File: config.mk
export PLATFORM = sky130hd
export DESIGN_NAME = jsdr_top
export DESIGN_NICKNAME = d
export VERILOG_FILES = /design/src/hdl/jsdr_pkg.sv /design/src/hdl/jsdr_if.sv /design/src/hdl/jsdr_tap_fsm.sv /design/src/hdl/jsdr_bscan.sv /design/src/hdl/jsdr_top.sv
export VERILOG_INCLUDE_DIRS = /design/src /design/src/hdl
export SDC_FILE = /design/constraint.sdc
export NUM_CORES = 1
export LEC_CHECK = 0
export ABC_AREA = 1
export BUFFER_PORTS_ARGS = -buffer_cell sky130_fd_sc_hd__buf_2
export CAP_MARGIN = 10
export CORE_AREA = 5 5 142 144
export CTS_CLUSTER_DIAMETER = 40
export DETAILED_ROUTE_END_ITERATION = 10
export DIE_AREA = 0 0 147 149
export HOLD_SLACK_MARGIN = 0.1
export PLACE_DENSITY = 0.82
export SYNTH_ARGS = -nofsm -noshare
export SYNTH_HDL_FRONTEND = slang
export SYNTH_HIERARCHICAL = 1
export SYNTH_SLANG_ARGS = --single-unit
File: constraint.sdc
create_clock -name clk_i -period 4.35 [get_ports clk_i]
set_clock_uncertainty 0.15 [all_clocks]
set_input_delay 0.87 -clock clk_i [delete_from_list [all_inputs] [get_ports clk_i]]
set_output_delay 0.87 -clock clk_i [all_outputs]
set_load 0.05 [all_outputs]
File: src/hdl/jsdr_params.svh
// Constants for the scan data register block
`ifndef JSDR_PARAMS_SVH
`define JSDR_PARAMS_SVH
`define JSDR_IR_W          4
`define JSDR_IR_EXTEST     4'h0
`define JSDR_IR_INTEST     4'h1
`define JSDR_IR_SAMPLE     4'h2
`define JSDR_IR_ABORT      4'h8
`define JSDR_IR_DP_ACCESS  4'ha
`define JSDR_IR_AP_ACCESS  4'hb
`define JSDR_IR_IDENT      4'he
`define JSDR_IR_BYPASS     4'hf
`define JSDR_IR_CAPTURE    4'h1
`define JSDR_ID_W          32
`define JSDR_DAU_W         35
`define JSDR_NPADS         8
`define JSDR_CELLS         3
`define JSDR_BS_W          (`JSDR_CELLS * `JSDR_NPADS)
`define JSDR_CELL_IN       0
`define JSDR_CELL_OUT      1
`define JSDR_CELL_OE       2
`define JSDR_ABT_REQ_BIT   3
`define JSDR_ABT_CLR_LO    4
`define JSDR_ABT_CLR_HI    7
`define JSDR_DAU_SEL_ABORT 2'h0
`define JSDR_DAU_SEL_DP    2'h1
`define JSDR_DAU_SEL_AP    2'h2
`endif

File: src/hdl/jsdr_pkg.sv
// Types and instruction decode for the scan data register block
`default_nettype none
`include "jsdr_params.svh"
package jsdr_pkg;
    typedef enum logic [3:0] {
        TAP_RESET, TAP_IDLE, TAP_SEL_DR, TAP_CAPTURE_DR, TAP_SHIFT_DR, TAP_EXIT1_DR,
        TAP_PAUSE_DR, TAP_EXIT2_DR, TAP_UPDATE_DR, TAP_SEL_IR, TAP_CAPTURE_IR,
        TAP_SHIFT_IR, TAP_EXIT1_IR, TAP_PAUSE_IR, TAP_EXIT2_IR, TAP_UPDATE_IR
    } jsdr_tap_state_t;

    typedef enum logic [2:0] {
        SEL_BYPASS, SEL_IDENT, SEL_BSCAN, SEL_ABORT, SEL_DP, SEL_AP
    } jsdr_dr_sel_t;

    function automatic jsdr_dr_sel_t jsdr_decode_ir(input logic [`JSDR_IR_W-1:0] ir);
        case (ir)
            `JSDR_IR_EXTEST, `JSDR_IR_INTEST, `JSDR_IR_SAMPLE: jsdr_decode_ir = SEL_BSCAN;
            `JSDR_IR_ABORT:     jsdr_decode_ir = SEL_ABORT;
            `JSDR_IR_DP_ACCESS: jsdr_decode_ir = SEL_DP;
            `JSDR_IR_AP_ACCESS: jsdr_decode_ir = SEL_AP;
            `JSDR_IR_IDENT:     jsdr_decode_ir = SEL_IDENT;
            default:            jsdr_decode_ir = SEL_BYPASS;
        endcase
    endfunction : jsdr_decode_ir
endpackage : jsdr_pkg
`default_nettype wire

File: src/hdl/jsdr_if.sv
// Internal link between the top, state machine and boundary chain
`timescale 1ns/1ns
`default_nettype none
`include "jsdr_params.svh"
interface jsdr_if;
    logic                         tck_rise;
    logic                         tck_fall;
    logic                         tms;
    logic                         tdi;
    logic                         trst_low;
    logic [`JSDR_IR_W-1:0]        ir;
    jsdr_pkg::jsdr_dr_sel_t       sel;
    jsdr_pkg::jsdr_tap_state_t    state;
    logic                         bs_so;

    modport tap (input tck_rise, input tms, input trst_low, output state);
    modport bsc (input tck_rise, input tdi, input ir, input sel, input state, output bs_so);
    modport top (output tck_rise, output tck_fall, output tms, output tdi, output trst_low,
                 output ir, output sel, input state, input bs_so);
endinterface : jsdr_if
`default_nettype wire

File: src/hdl/jsdr_tap_fsm.sv
// Test access port sixteen-state controller
`timescale 1ns/1ns
`default_nettype none
module jsdr_tap_fsm (
    input  wire logic clk_i,     // System clock
    input  wire logic rst_b_i,   // Power-on reset, active low
    jsdr_if.tap       ifc        // Sampled test pins and state
);
    typedef jsdr_pkg::jsdr_tap_state_t st_t;

    function automatic st_t next_state(input st_t s, input logic m);
        case (s)
            jsdr_pkg::TAP_RESET:      next_state = m ? jsdr_pkg::TAP_RESET : jsdr_pkg::TAP_IDLE;
            jsdr_pkg::TAP_IDLE:       next_state = m ? jsdr_pkg::TAP_SEL_DR : jsdr_pkg::TAP_IDLE;
            jsdr_pkg::TAP_SEL_DR:     next_state = m ? jsdr_pkg::TAP_SEL_IR : jsdr_pkg::TAP_CAPTURE_DR;
            jsdr_pkg::TAP_CAPTURE_DR: next_state = m ? jsdr_pkg::TAP_EXIT1_DR : jsdr_pkg::TAP_SHIFT_DR;
            jsdr_pkg::TAP_SHIFT_DR:   next_state = m ? jsdr_pkg::TAP_EXIT1_DR : jsdr_pkg::TAP_SHIFT_DR;
            jsdr_pkg::TAP_EXIT1_DR:   next_state = m ? jsdr_pkg::TAP_UPDATE_DR : jsdr_pkg::TAP_PAUSE_DR;
            jsdr_pkg::TAP_PAUSE_DR:   next_state = m ? jsdr_pkg::TAP_EXIT2_DR : jsdr_pkg::TAP_PAUSE_DR;
            jsdr_pkg::TAP_EXIT2_DR:   next_state = m ? jsdr_pkg::TAP_UPDATE_DR : jsdr_pkg::TAP_SHIFT_DR;
            jsdr_pkg::TAP_UPDATE_DR:  next_state = m ? jsdr_pkg::TAP_SEL_DR : jsdr_pkg::TAP_IDLE;
            jsdr_pkg::TAP_SEL_IR:     next_state = m ? jsdr_pkg::TAP_RESET : jsdr_pkg::TAP_CAPTURE_IR;
            jsdr_pkg::TAP_CAPTURE_IR: next_state = m ? jsdr_pkg::TAP_EXIT1_IR : jsdr_pkg::TAP_SHIFT_IR;
            jsdr_pkg::TAP_SHIFT_IR:   next_state = m ? jsdr_pkg::TAP_EXIT1_IR : jsdr_pkg::TAP_SHIFT_IR;
            jsdr_pkg::TAP_EXIT1_IR:   next_state = m ? jsdr_pkg::TAP_UPDATE_IR : jsdr_pkg::TAP_PAUSE_IR;
            jsdr_pkg::TAP_PAUSE_IR:   next_state = m ? jsdr_pkg::TAP_EXIT2_IR : jsdr_pkg::TAP_PAUSE_IR;
            jsdr_pkg::TAP_EXIT2_IR:   next_state = m ? jsdr_pkg::TAP_UPDATE_IR : jsdr_pkg::TAP_SHIFT_IR;
            jsdr_pkg::TAP_UPDATE_IR:  next_state = m ? jsdr_pkg::TAP_SEL_DR : jsdr_pkg::TAP_IDLE;
            default:                  next_state = jsdr_pkg::TAP_RESET;
        endcase
    endfunction : next_state

    st_t state_r;
    st_t state_nxt;

    always_comb begin
        state_nxt = state_r;
        if (ifc.trst_low) begin
            state_nxt = jsdr_pkg::TAP_RESET;
        end else if (ifc.tck_rise) begin
            state_nxt = next_state(state_r, ifc.tms);
        end
    end

    always_ff @(posedge clk_i) begin
        if (!rst_b_i) begin
            state_r <= jsdr_pkg::TAP_RESET;
        end else begin
            state_r <= state_nxt;
        end
    end

    assign ifc.state = state_r;
endmodule : jsdr_tap_fsm
`default_nettype wire

File: src/hdl/jsdr_bscan.sv
// Boundary scan chain with parallel hold cells and pad muxing
`timescale 1ns/1ns
`default_nettype none
`include "jsdr_params.svh"
module jsdr_bscan (
    input  wire logic                   clk_i,       // System clock
    input  wire logic                   rst_b_i,     // Power-on reset, active low
    jsdr_if.bsc                         ifc,         // Test sequencing
    input  wire logic [`JSDR_NPADS-1:0] pad_in_i,    // Pad input levels (async)
    input  wire logic [`JSDR_NPADS-1:0] core_out_i,  // Core output values
    input  wire logic [`JSDR_NPADS-1:0] core_oe_i,   // Core output enables
    output logic      [`JSDR_NPADS-1:0] pad_out_o,   // Value toward pads
    output logic      [`JSDR_NPADS-1:0] pad_oe_o,    // Enable toward pads
    output logic      [`JSDR_NPADS-1:0] core_in_o    // Input value toward core
);
    typedef struct packed {
        logic [`JSDR_NPADS-1:0] pad_s1;
        logic [`JSDR_NPADS-1:0] pad_s2;
        logic [`JSDR_BS_W-1:0]  sr;
        logic [`JSDR_BS_W-1:0]  hold;
        logic [`JSDR_NPADS-1:0] pad_out;
        logic [`JSDR_NPADS-1:0] pad_oe;
        logic [`JSDR_NPADS-1:0] core_in;
    } jsdr_bsc_st_t;

    jsdr_bsc_st_t r;
    jsdr_bsc_st_t n;
    logic [`JSDR_BS_W-1:0]  cap;
    logic [`JSDR_NPADS-1:0] h_in, h_out, h_oe;
    logic                   bs_sel;

    // Pad nearest the test pins first: input, output, enable
    for (genvar i = 0; i < `JSDR_NPADS; i++) begin : g_cell
        assign cap[`JSDR_CELLS*i+`JSDR_CELL_IN]  = r.pad_s2[i];
        assign cap[`JSDR_CELLS*i+`JSDR_CELL_OUT] = core_out_i[i];
        assign cap[`JSDR_CELLS*i+`JSDR_CELL_OE]  = core_oe_i[i];
        assign h_in[i]  = r.hold[`JSDR_CELLS*i+`JSDR_CELL_IN];
        assign h_out[i] = r.hold[`JSDR_CELLS*i+`JSDR_CELL_OUT];
        assign h_oe[i]  = r.hold[`JSDR_CELLS*i+`JSDR_CELL_OE];
    end

    assign bs_sel = (ifc.sel == jsdr_pkg::SEL_BSCAN);

    always_comb begin
        n = r;
        n.pad_s1 = pad_in_i;
        n.pad_s2 = r.pad_s1;
        if (ifc.tck_rise && bs_sel) begin
            case (ifc.state)
                jsdr_pkg::TAP_CAPTURE_DR: n.sr = cap;
                jsdr_pkg::TAP_SHIFT_DR:   n.sr = {ifc.tdi, r.sr[`JSDR_BS_W-1:1]};
                jsdr_pkg::TAP_UPDATE_DR:  n.hold = r.sr;
                default:                  n.sr = r.sr;
            endcase
        end
        // Registered muxes cost a cycle but keep pads glitch free
        n.pad_out = (ifc.ir == `JSDR_IR_EXTEST) ? h_out : core_out_i;
        n.pad_oe  = (ifc.ir == `JSDR_IR_EXTEST) ? h_oe  : core_oe_i;
        n.core_in = (ifc.ir == `JSDR_IR_INTEST) ? h_in  : r.pad_s2;
    end

    always_ff @(posedge clk_i) begin
        if (!rst_b_i) begin
            r <= '0;
        end else begin
            r <= n;
        end
    end

    assign ifc.bs_so = r.sr[0];
    assign pad_out_o = r.pad_out;
    assign pad_oe_o  = r.pad_oe;
    assign core_in_o = r.core_in;
endmodule : jsdr_bscan
`default_nettype wire

File: src/hdl/jsdr_top.sv
// Scan data registers behind the test access port
`timescale 1ns/1ns
`default_nettype none
`include "jsdr_params.svh"
module jsdr_top #(
    parameter logic [`JSDR_ID_W-1:0] ID_VALUE = 32'h1234_5671  // Arbitrary identification value
) (
    input  wire logic                    clk_i,        // System clock, 100 MHz
    input  wire logic                    rst_b_i,      // Power-on reset, active low
    input  wire logic                    tck_i,        // Test clock pin
    input  wire logic                    tms_i,        // Test mode select pin
    input  wire logic                    tdi_i,        // Test data in pin
    input  wire logic                    trst_b_i,     // Test reset pin, active low
    output logic                         tdo_o,        // Test data out value
    output logic                         tdo_oe_b_o,   // Test data out enable, active low
    input  wire logic [`JSDR_NPADS-1:0]  pad_in_i,     // Pad input levels
    input  wire logic [`JSDR_NPADS-1:0]  core_out_i,   // Core output values
    input  wire logic [`JSDR_NPADS-1:0]  core_oe_i,    // Core output enables
    output logic      [`JSDR_NPADS-1:0]  pad_out_o,    // Values toward pads
    output logic      [`JSDR_NPADS-1:0]  pad_oe_o,     // Enables toward pads
    output logic      [`JSDR_NPADS-1:0]  core_in_o,    // Inputs toward core
    input  wire logic [`JSDR_DAU_W-1:0]  dau_rdata_i,  // Debug unit read result
    output logic                         dau_wr_o,     // Debug unit update strobe
    output logic      [1:0]              dau_sel_o,    // Chain that updated
    output logic      [`JSDR_DAU_W-1:0]  dau_data_o,   // Updated chain word
    output logic                         dau_abort_o,  // Abort request pulse
    output logic                         dau_clr_o     // Sticky flag clear pulse
);
    typedef struct packed {
        logic [2:0]             tck_sy;
        logic [1:0]             tms_sy;
        logic [1:0]             tdi_sy;
        logic [1:0]             trst_sy;
        logic [`JSDR_IR_W-1:0]  ir_sr;
        logic [`JSDR_IR_W-1:0]  ir;
        logic [`JSDR_ID_W-1:0]  id_sr;
        logic                   byp_sr;
        logic [`JSDR_DAU_W-1:0] dau_sr;
        logic                   tdo;
        logic                   tdo_oe_b;
        logic                   dau_wr;
        logic [1:0]             dau_sel;
        logic [`JSDR_DAU_W-1:0] dau_data;
        logic                   dau_abort;
        logic                   dau_clr;
    } jsdr_top_st_t;

    localparam logic [`JSDR_ID_W-1:0] ID_WORD = {ID_VALUE[`JSDR_ID_W-1:1], 1'b1};

    jsdr_top_st_t r;
    jsdr_top_st_t n;
    jsdr_if       ifc ();
    logic         dr_so;
    logic         dau_chain;

    jsdr_tap_fsm u_fsm (
        .clk_i   (clk_i),
        .rst_b_i (rst_b_i),
        .ifc     (ifc.tap)
    );

    jsdr_bscan u_bsc (
        .clk_i      (clk_i),
        .rst_b_i    (rst_b_i),
        .ifc        (ifc.bsc),
        .pad_in_i   (pad_in_i),
        .core_out_i (core_out_i),
        .core_oe_i  (core_oe_i),
        .pad_out_o  (pad_out_o),
        .pad_oe_o   (pad_oe_o),
        .core_in_o  (core_in_o)
    );

    // Edges found from the second sync stage against the third
    assign ifc.tck_rise = r.tck_sy[1] & ~r.tck_sy[2];
    assign ifc.tck_fall = ~r.tck_sy[1] & r.tck_sy[2];
    assign ifc.tms      = r.tms_sy[1];
    assign ifc.tdi      = r.tdi_sy[1];
    assign ifc.trst_low = ~r.trst_sy[1];
    assign ifc.ir       = r.ir;
    assign ifc.sel      = jsdr_pkg::jsdr_decode_ir(r.ir);

    assign dau_chain = (ifc.sel == jsdr_pkg::SEL_ABORT) || (ifc.sel == jsdr_pkg::SEL_DP)
                    || (ifc.sel == jsdr_pkg::SEL_AP);

    // Serial path chosen by the current instruction
    always_comb begin
        case (ifc.sel)
            jsdr_pkg::SEL_IDENT: dr_so = r.id_sr[0];
            jsdr_pkg::SEL_BSCAN: dr_so = ifc.bs_so;
            jsdr_pkg::SEL_ABORT: dr_so = r.dau_sr[0];
            jsdr_pkg::SEL_DP:    dr_so = r.dau_sr[0];
            jsdr_pkg::SEL_AP:    dr_so = r.dau_sr[0];
            default:             dr_so = r.byp_sr;
        endcase
    end

    always_comb begin
        n = r;
        n.tck_sy  = {r.tck_sy[1:0], tck_i};
        n.tms_sy  = {r.tms_sy[0], tms_i};
        n.tdi_sy  = {r.tdi_sy[0], tdi_i};
        n.trst_sy = {r.trst_sy[0], trst_b_i};
        n.dau_wr    = 1'b0;
        n.dau_abort = 1'b0;
        n.dau_clr   = 1'b0;
        if (ifc.state == jsdr_pkg::TAP_RESET) begin
            n.ir = `JSDR_IR_IDENT;
        end else if (ifc.tck_rise) begin
            case (ifc.state)
                jsdr_pkg::TAP_CAPTURE_IR: n.ir_sr = `JSDR_IR_CAPTURE;
                jsdr_pkg::TAP_SHIFT_IR:   n.ir_sr = {ifc.tdi, r.ir_sr[`JSDR_IR_W-1:1]};
                jsdr_pkg::TAP_UPDATE_IR:  n.ir = r.ir_sr;
                jsdr_pkg::TAP_CAPTURE_DR: begin
                    case (ifc.sel)
                        jsdr_pkg::SEL_IDENT:  n.id_sr = ID_WORD;
                        jsdr_pkg::SEL_ABORT:  n.dau_sr = '0;
                        jsdr_pkg::SEL_DP:     n.dau_sr = dau_rdata_i;
                        jsdr_pkg::SEL_AP:     n.dau_sr = dau_rdata_i;
                        jsdr_pkg::SEL_BSCAN:  n.byp_sr = r.byp_sr;
                        default:              n.byp_sr = 1'b0;
                    endcase
                end
                jsdr_pkg::TAP_SHIFT_DR: begin
                    case (ifc.sel)
                        jsdr_pkg::SEL_IDENT: n.id_sr = {ifc.tdi, r.id_sr[`JSDR_ID_W-1:1]};
                        jsdr_pkg::SEL_ABORT,
                        jsdr_pkg::SEL_DP,
                        jsdr_pkg::SEL_AP:    n.dau_sr = {ifc.tdi, r.dau_sr[`JSDR_DAU_W-1:1]};
                        jsdr_pkg::SEL_BSCAN: n.byp_sr = r.byp_sr;
                        default:             n.byp_sr = ifc.tdi;
                    endcase
                end
                jsdr_pkg::TAP_UPDATE_DR: begin
                    if (dau_chain) begin
                        n.dau_wr   = 1'b1;
                        n.dau_data = r.dau_sr;
                    end
                    case (ifc.sel)
                        jsdr_pkg::SEL_ABORT: begin
                            n.dau_sel   = `JSDR_DAU_SEL_ABORT;
                            n.dau_abort = r.dau_sr[`JSDR_ABT_REQ_BIT];
                            n.dau_clr   = |r.dau_sr[`JSDR_ABT_CLR_HI:`JSDR_ABT_CLR_LO];
                        end
                        jsdr_pkg::SEL_DP: n.dau_sel = `JSDR_DAU_SEL_DP;
                        jsdr_pkg::SEL_AP: n.dau_sel = `JSDR_DAU_SEL_AP;
                        default:          n.dau_sel = r.dau_sel;
                    endcase
                end
                default: n.ir_sr = r.ir_sr;
            endcase
        end
        // Output moves on the falling edge so the tester samples a settled bit
        if (ifc.tck_fall) begin
            case (ifc.state)
                jsdr_pkg::TAP_SHIFT_IR: begin
                    n.tdo      = r.ir_sr[0];
                    n.tdo_oe_b = 1'b0;
                end
                jsdr_pkg::TAP_SHIFT_DR: begin
                    n.tdo      = dr_so;
                    n.tdo_oe_b = 1'b0;
                end
                default: n.tdo_oe_b = 1'b1;
            endcase
        end
    end

    always_ff @(posedge clk_i) begin
        if (!rst_b_i) begin
            r          <= '0;
            r.ir       <= `JSDR_IR_IDENT;
            r.trst_sy  <= 2'h3;
            r.tdo_oe_b <= 1'b1;
        end else begin
            r <= n;
        end
    end

    assign tdo_o       = r.tdo;
    assign tdo_oe_b_o  = r.tdo_oe_b;
    assign dau_wr_o    = r.dau_wr;
    assign dau_sel_o   = r.dau_sel;
    assign dau_data_o  = r.dau_data;
    assign dau_abort_o = r.dau_abort;
    assign dau_clr_o   = r.dau_clr;
endmodule : jsdr_top
`default_nettype wire

==> impl_metrics.csv <==
group,metric,value,unit
status,status,"completed",
power_and_ir_drop,power_density,433,mW/mm2
drt,routed_wl,22.7,mm
synth,async_reset_ff_share,0,%
drt,drt_pre_antenna_iters,6,
power_and_ir_drop,power.combinational.fraction,3.6,%
clocking,cts_tree,"yes",
hold_path,hold_wc_startpoint,"n[121]",
setup_path,worst_setup_path_end_kind,"flop",
global_routing,overflow,0,
clocking,clockBufferDepth,3,
timing,tightestPinTransition,0.933,ns
synth,avgSynthCellArea,6.97,um2
timing,timing.max_slew.rel_slack,37.7,%
drt,final_routed_wire_length_divided_by_cell_count,13.1,um
timing,worst_slack,1.40,ns
synth,yosys.cell_types.count,37,
power_and_ir_drop,vdd_drop_max,0.000276,V
setup_path,cpPeakStageDelay,0.77,ns
synth,netlist.area_leader.share,43.7,%
placement,post-dp-hpwl,13.9,mm
setup_path,timing.critical_path.buf_inv,3,
placement,gp_congestion,0.822,
floorplanning,initial_utilization,54.0,%
setup_path,worstPathArrival,3.26,ns
floorplanning,floorplan.rows,50,
power_and_ir_drop,p_sw_share,22.1,%
synth,synthCells,1440,
setup_path,worst_path_dominant_cell_family,"compound AO/OA/AOI/OAI gates",
layout,post_route_cells_drive_above_1_share,17.6,%
setup_path,regToRegEndpoint,"r[55]",
power_and_ir_drop,power.internal,3.78,mW
synth,number_of_synthesized_flops_with_an_enable_pin,0,
drt,via_per_inst,5.07,
layout,design_area,0.0112,mm2
synth,synth_area_leader_cell,"sky130_fd_sc_hd__dfxtp_1",
clocking,ctsRootBufferMaster,"sky130_fd_sc_hd__clkbuf_16",
setup_path,setup.worst_path.start_class,"flop",
drt,remaining_design_rule_violation_count,0,
layout,areaGrowthSynthToFinish,11.8,%
placement,port_buffers,130,
layout,diodes,0,
power_and_ir_drop,seq_power_share,41.9,%
clocking,clk_latency,0.53,ns
setup_path,worst-r2r-setup-slack,1.40,ns
global_routing,grt_first_pass_wirelength,38.0,mm
timing,finalSetupViolations,0,
synth,synthesis.nets,1506,
timing,min_period_over_period,67.7,%
clocking,cts-buffers-inserted,31,
floorplanning,top_level_ports,131,
power_and_ir_drop,leakage_power_of_the_design,5.33,nW
global_routing,pin_count_of_the_biggest_net_entering_global_routing,71,
power_and_ir_drop,p_clk_share,54.5,%
clocking,postCtsSetupBuffers,0,
synth,netlist_top_cells_count,"sky130_fd_sc_hd__nand2_1, sky130_fd_sc_hd__nor2_1, sky130_fd_sc_hd__dfxtp_1, sky130_fd_sc_hd__o21ai_0, sky130_fd_sc_hd__inv_1",
hold_path,min_path_type,"flop to flop",
placement,placement.cell_area,0.0101,mm2
synth,synth.yosys.warnings,6,
setup_path,worst_reg_to_reg_cells,10,
clocking,postCtsHoldBufs,0,
setup_path,cp_cell_sequence,"inv_2 > nor2_1 > nand2_1 > nand2_1 > ha_1 > buf_4 > inv_1 > a21oi_4 > nor2_1 > nor2_2",
synth,synthesized_flop_and_latch_total,219,
floorplanning,fp.dieH,149,um
placement,dpl_worst_slack,1.49,ns
drt,drt_iter0_markers,827,
setup_path,worstPathRequired,4.66,ns
clocking,clk_pin_slew,0.06,ns
drt,total_via_count_after_detailed_routing,8754,
timing,max_clock_freq,339,MHz
setup_path,path_class,"flop to flop",
layout,final_net_count,1536,
floorplanning,die_w,147,um
timing,hold_viol_final,0,
global_routing,antenna_violations_before_repair,1,
clocking,cts-resized-gates,0,
power_and_ir_drop,finalPower,4.86,mW
setup_path,cp-endpoint,"r[55]",
floorplanning,floorplan.core_area,0.0186,mm2
synth,ys.flop_type,"sky130_fd_sc_hd__dfxtp_1",
setup_path,slowest_stage,"sky130_fd_sc_hd__a21oi_4",
timing,tns,0,ns
setup_path,crit_start,"ifc.ir[1]",
clocking,cts.sinks,219,
setup_path,worst_r2r_startpoint,"ifc.ir[1]",
power_and_ir_drop,power.net_switching,1.08,mW
clocking,htreeDepth,1,
timing,drv_slew,0,
setup_path,critical_path_depth,10,
synth,synthTopCellsByArea,"sky130_fd_sc_hd__dfxtp_1, sky130_fd_sc_hd__nand2_1, sky130_fd_sc_hd__nor2_1",
global_routing,grt_overall_usage,20.1,%
global_routing,number_of_global_route_vias_before_repair,8115,
timing,period_minus_slack,2.95,ns
run,max_cap_viol_count,0,
timing,setup_repair_after_global_routing_missed_its_margin,"false",
setup_path,cp_max_fo,36,
floorplanning,design.die.area,0.0219,mm2
synth,proportion_of_synthesized_chip_area_in_sequential_cells,43.7,%
drt,ant_nets,0,
synth,yosys.cell_count.top_type,"sky130_fd_sc_hd__nand2_1",
synth,netlist_area,0.0100,mm2
-- worst reg2reg max path, stage by stage (launching register included) --
cell and delay [ns]:
sky130_fd_sc_hd__dfxtp_1 0.47, sky130_fd_sc_hd__inv_2 0.06, sky130_fd_sc_hd__nor2_1 0.18, sky130_fd_sc_hd__nand2_1 0.14, sky130_fd_sc_hd__nand2_1 0.13, sky130_fd_sc_hd__ha_1 0.15
sky130_fd_sc_hd__buf_4 0.33, sky130_fd_sc_hd__inv_1 0.20, sky130_fd_sc_hd__a21oi_4 0.77, sky130_fd_sc_hd__nor2_1 0.16, sky130_fd_sc_hd__nor2_2 0.14
-- cells by family after synthesis --
logic type | Yosys count | synth area share (%)
AOI/OAI and AO/OA | 197 | 10.2
and+or+nand+nor | 770 | 32.5
buffers and inverters | 253 | 13.5
DFF | 219 | 43.7
adders and majority gates | 1 | 0.125
-- power groups by stage --
| stage | Sequential (mW) | Clock, mW | Combinational [mW] |
|---|---|---|---|
| final | 2.04 | 2.65 | 0.174 |
| after global routing | 2.04 | 2.77 | 0.192 |
| after CTS | 2.04 | 2.68 | 0.174 |
| after detailed placement | 2.08 | 0 | 0.173 |
| after global placement | 2.08 | 0 | 0.171 |
| after floorplan | 2.08 | 0 | 0.131 |
-- stage by stage --
stage	std cells	hold WS, ns	util [%]
floorplan	1440	0.240	-
global placement	1671	0.243	54.5
detailed placement	1671	0.248	54.5
CTS	1728	0.261	60.5
global route	1728	0.281	60.5
finish	1728	0.260	60.5
-- registers in the layout, summed over array words and instances, names as in the netlist, 2 cells and up --
signal           cells
dau_sel_o            2
u_fsm/ifc.state      4
u_bsc/r             23
u_bsc/h_oe           8
r                   74
u_bsc/n              8
n                    5
u_bsc/h_in           8
u_bsc/pad_out_o      8
dau_data_o          35
u_bsc/core_in_o      8
u_bsc/h_out          8
u_bsc/pad_oe_o       8
u_bsc/cap            8
ifc.ir               4
-- metal layers --
metal / vias up / GRT usage, % / routed length, um
met3: 36 / 3.65 / 1630
met4: 2 / 5.82 / 393
met1: 3924 / 27.2 / 10100
li1: 4502 / - / -
met5: - / 0 / 7
met2: 290 / 33.1 / 10600
-- worst min-delay path by stage --
| stage | to | slack (ns) | depth (start not counted) |
|---|---|---|---|
| floorplan | ifc.tdi | 0.24 | 2 |
| global placement | n[126] | 0.24 | 2 |
| detailed placement | ifc.tdi | 0.25 | 2 |
| CTS | ifc.tdi | 0.26 | 2 |
| global route | r[119] | 0.28 | 1 |
| finish | ifc.tdi | 0.26 | 2 |
-- placed cells by master (no fill, tap or decap), types with 4 or more instances in the layout --
cell and instances:
sky130_fd_sc_hd__nand2_4 5, sky130_fd_sc_hd__bufinv_16 5, sky130_fd_sc_hd__a211oi_1 4, sky130_fd_sc_hd__clkbuf_16 31, sky130_fd_sc_hd__a21oi_1 58, sky130_fd_sc_hd__buf_4 11, sky130_fd_sc_hd__inv_1 99, sky130_fd_sc_hd__nand3_1 96
sky130_fd_sc_hd__dfxtp_1 219, sky130_fd_sc_hd__o21ai_0 107, sky130_fd_sc_hd__o21ai_1 21, sky130_fd_sc_hd__nand2_2 4, sky130_fd_sc_hd__clkinv_2 4, sky130_fd_sc_hd__buf_2 129, sky130_fd_sc_hd__nor2_1 253, sky130_fd_sc_hd__nand2_1 358
sky130_fd_sc_hd__nor2_4 6, sky130_fd_sc_hd__inv_2 9, sky130_fd_sc_hd__nor2_2 35, sky130_fd_sc_hd__inv_6 7, sky130_fd_sc_hd__clkbuf_8 5
-- cell type report --
cell class	count	area (um2)
timing repair buffer	140	728
clock inverter	19	260
clock buffer	38	852
multi-input combinational	968	4300
fill	1624	7350
sequential	219	4380
tap	234	293
inverter	110	414
Note: power is estimated with default switching activity, not from simulation.
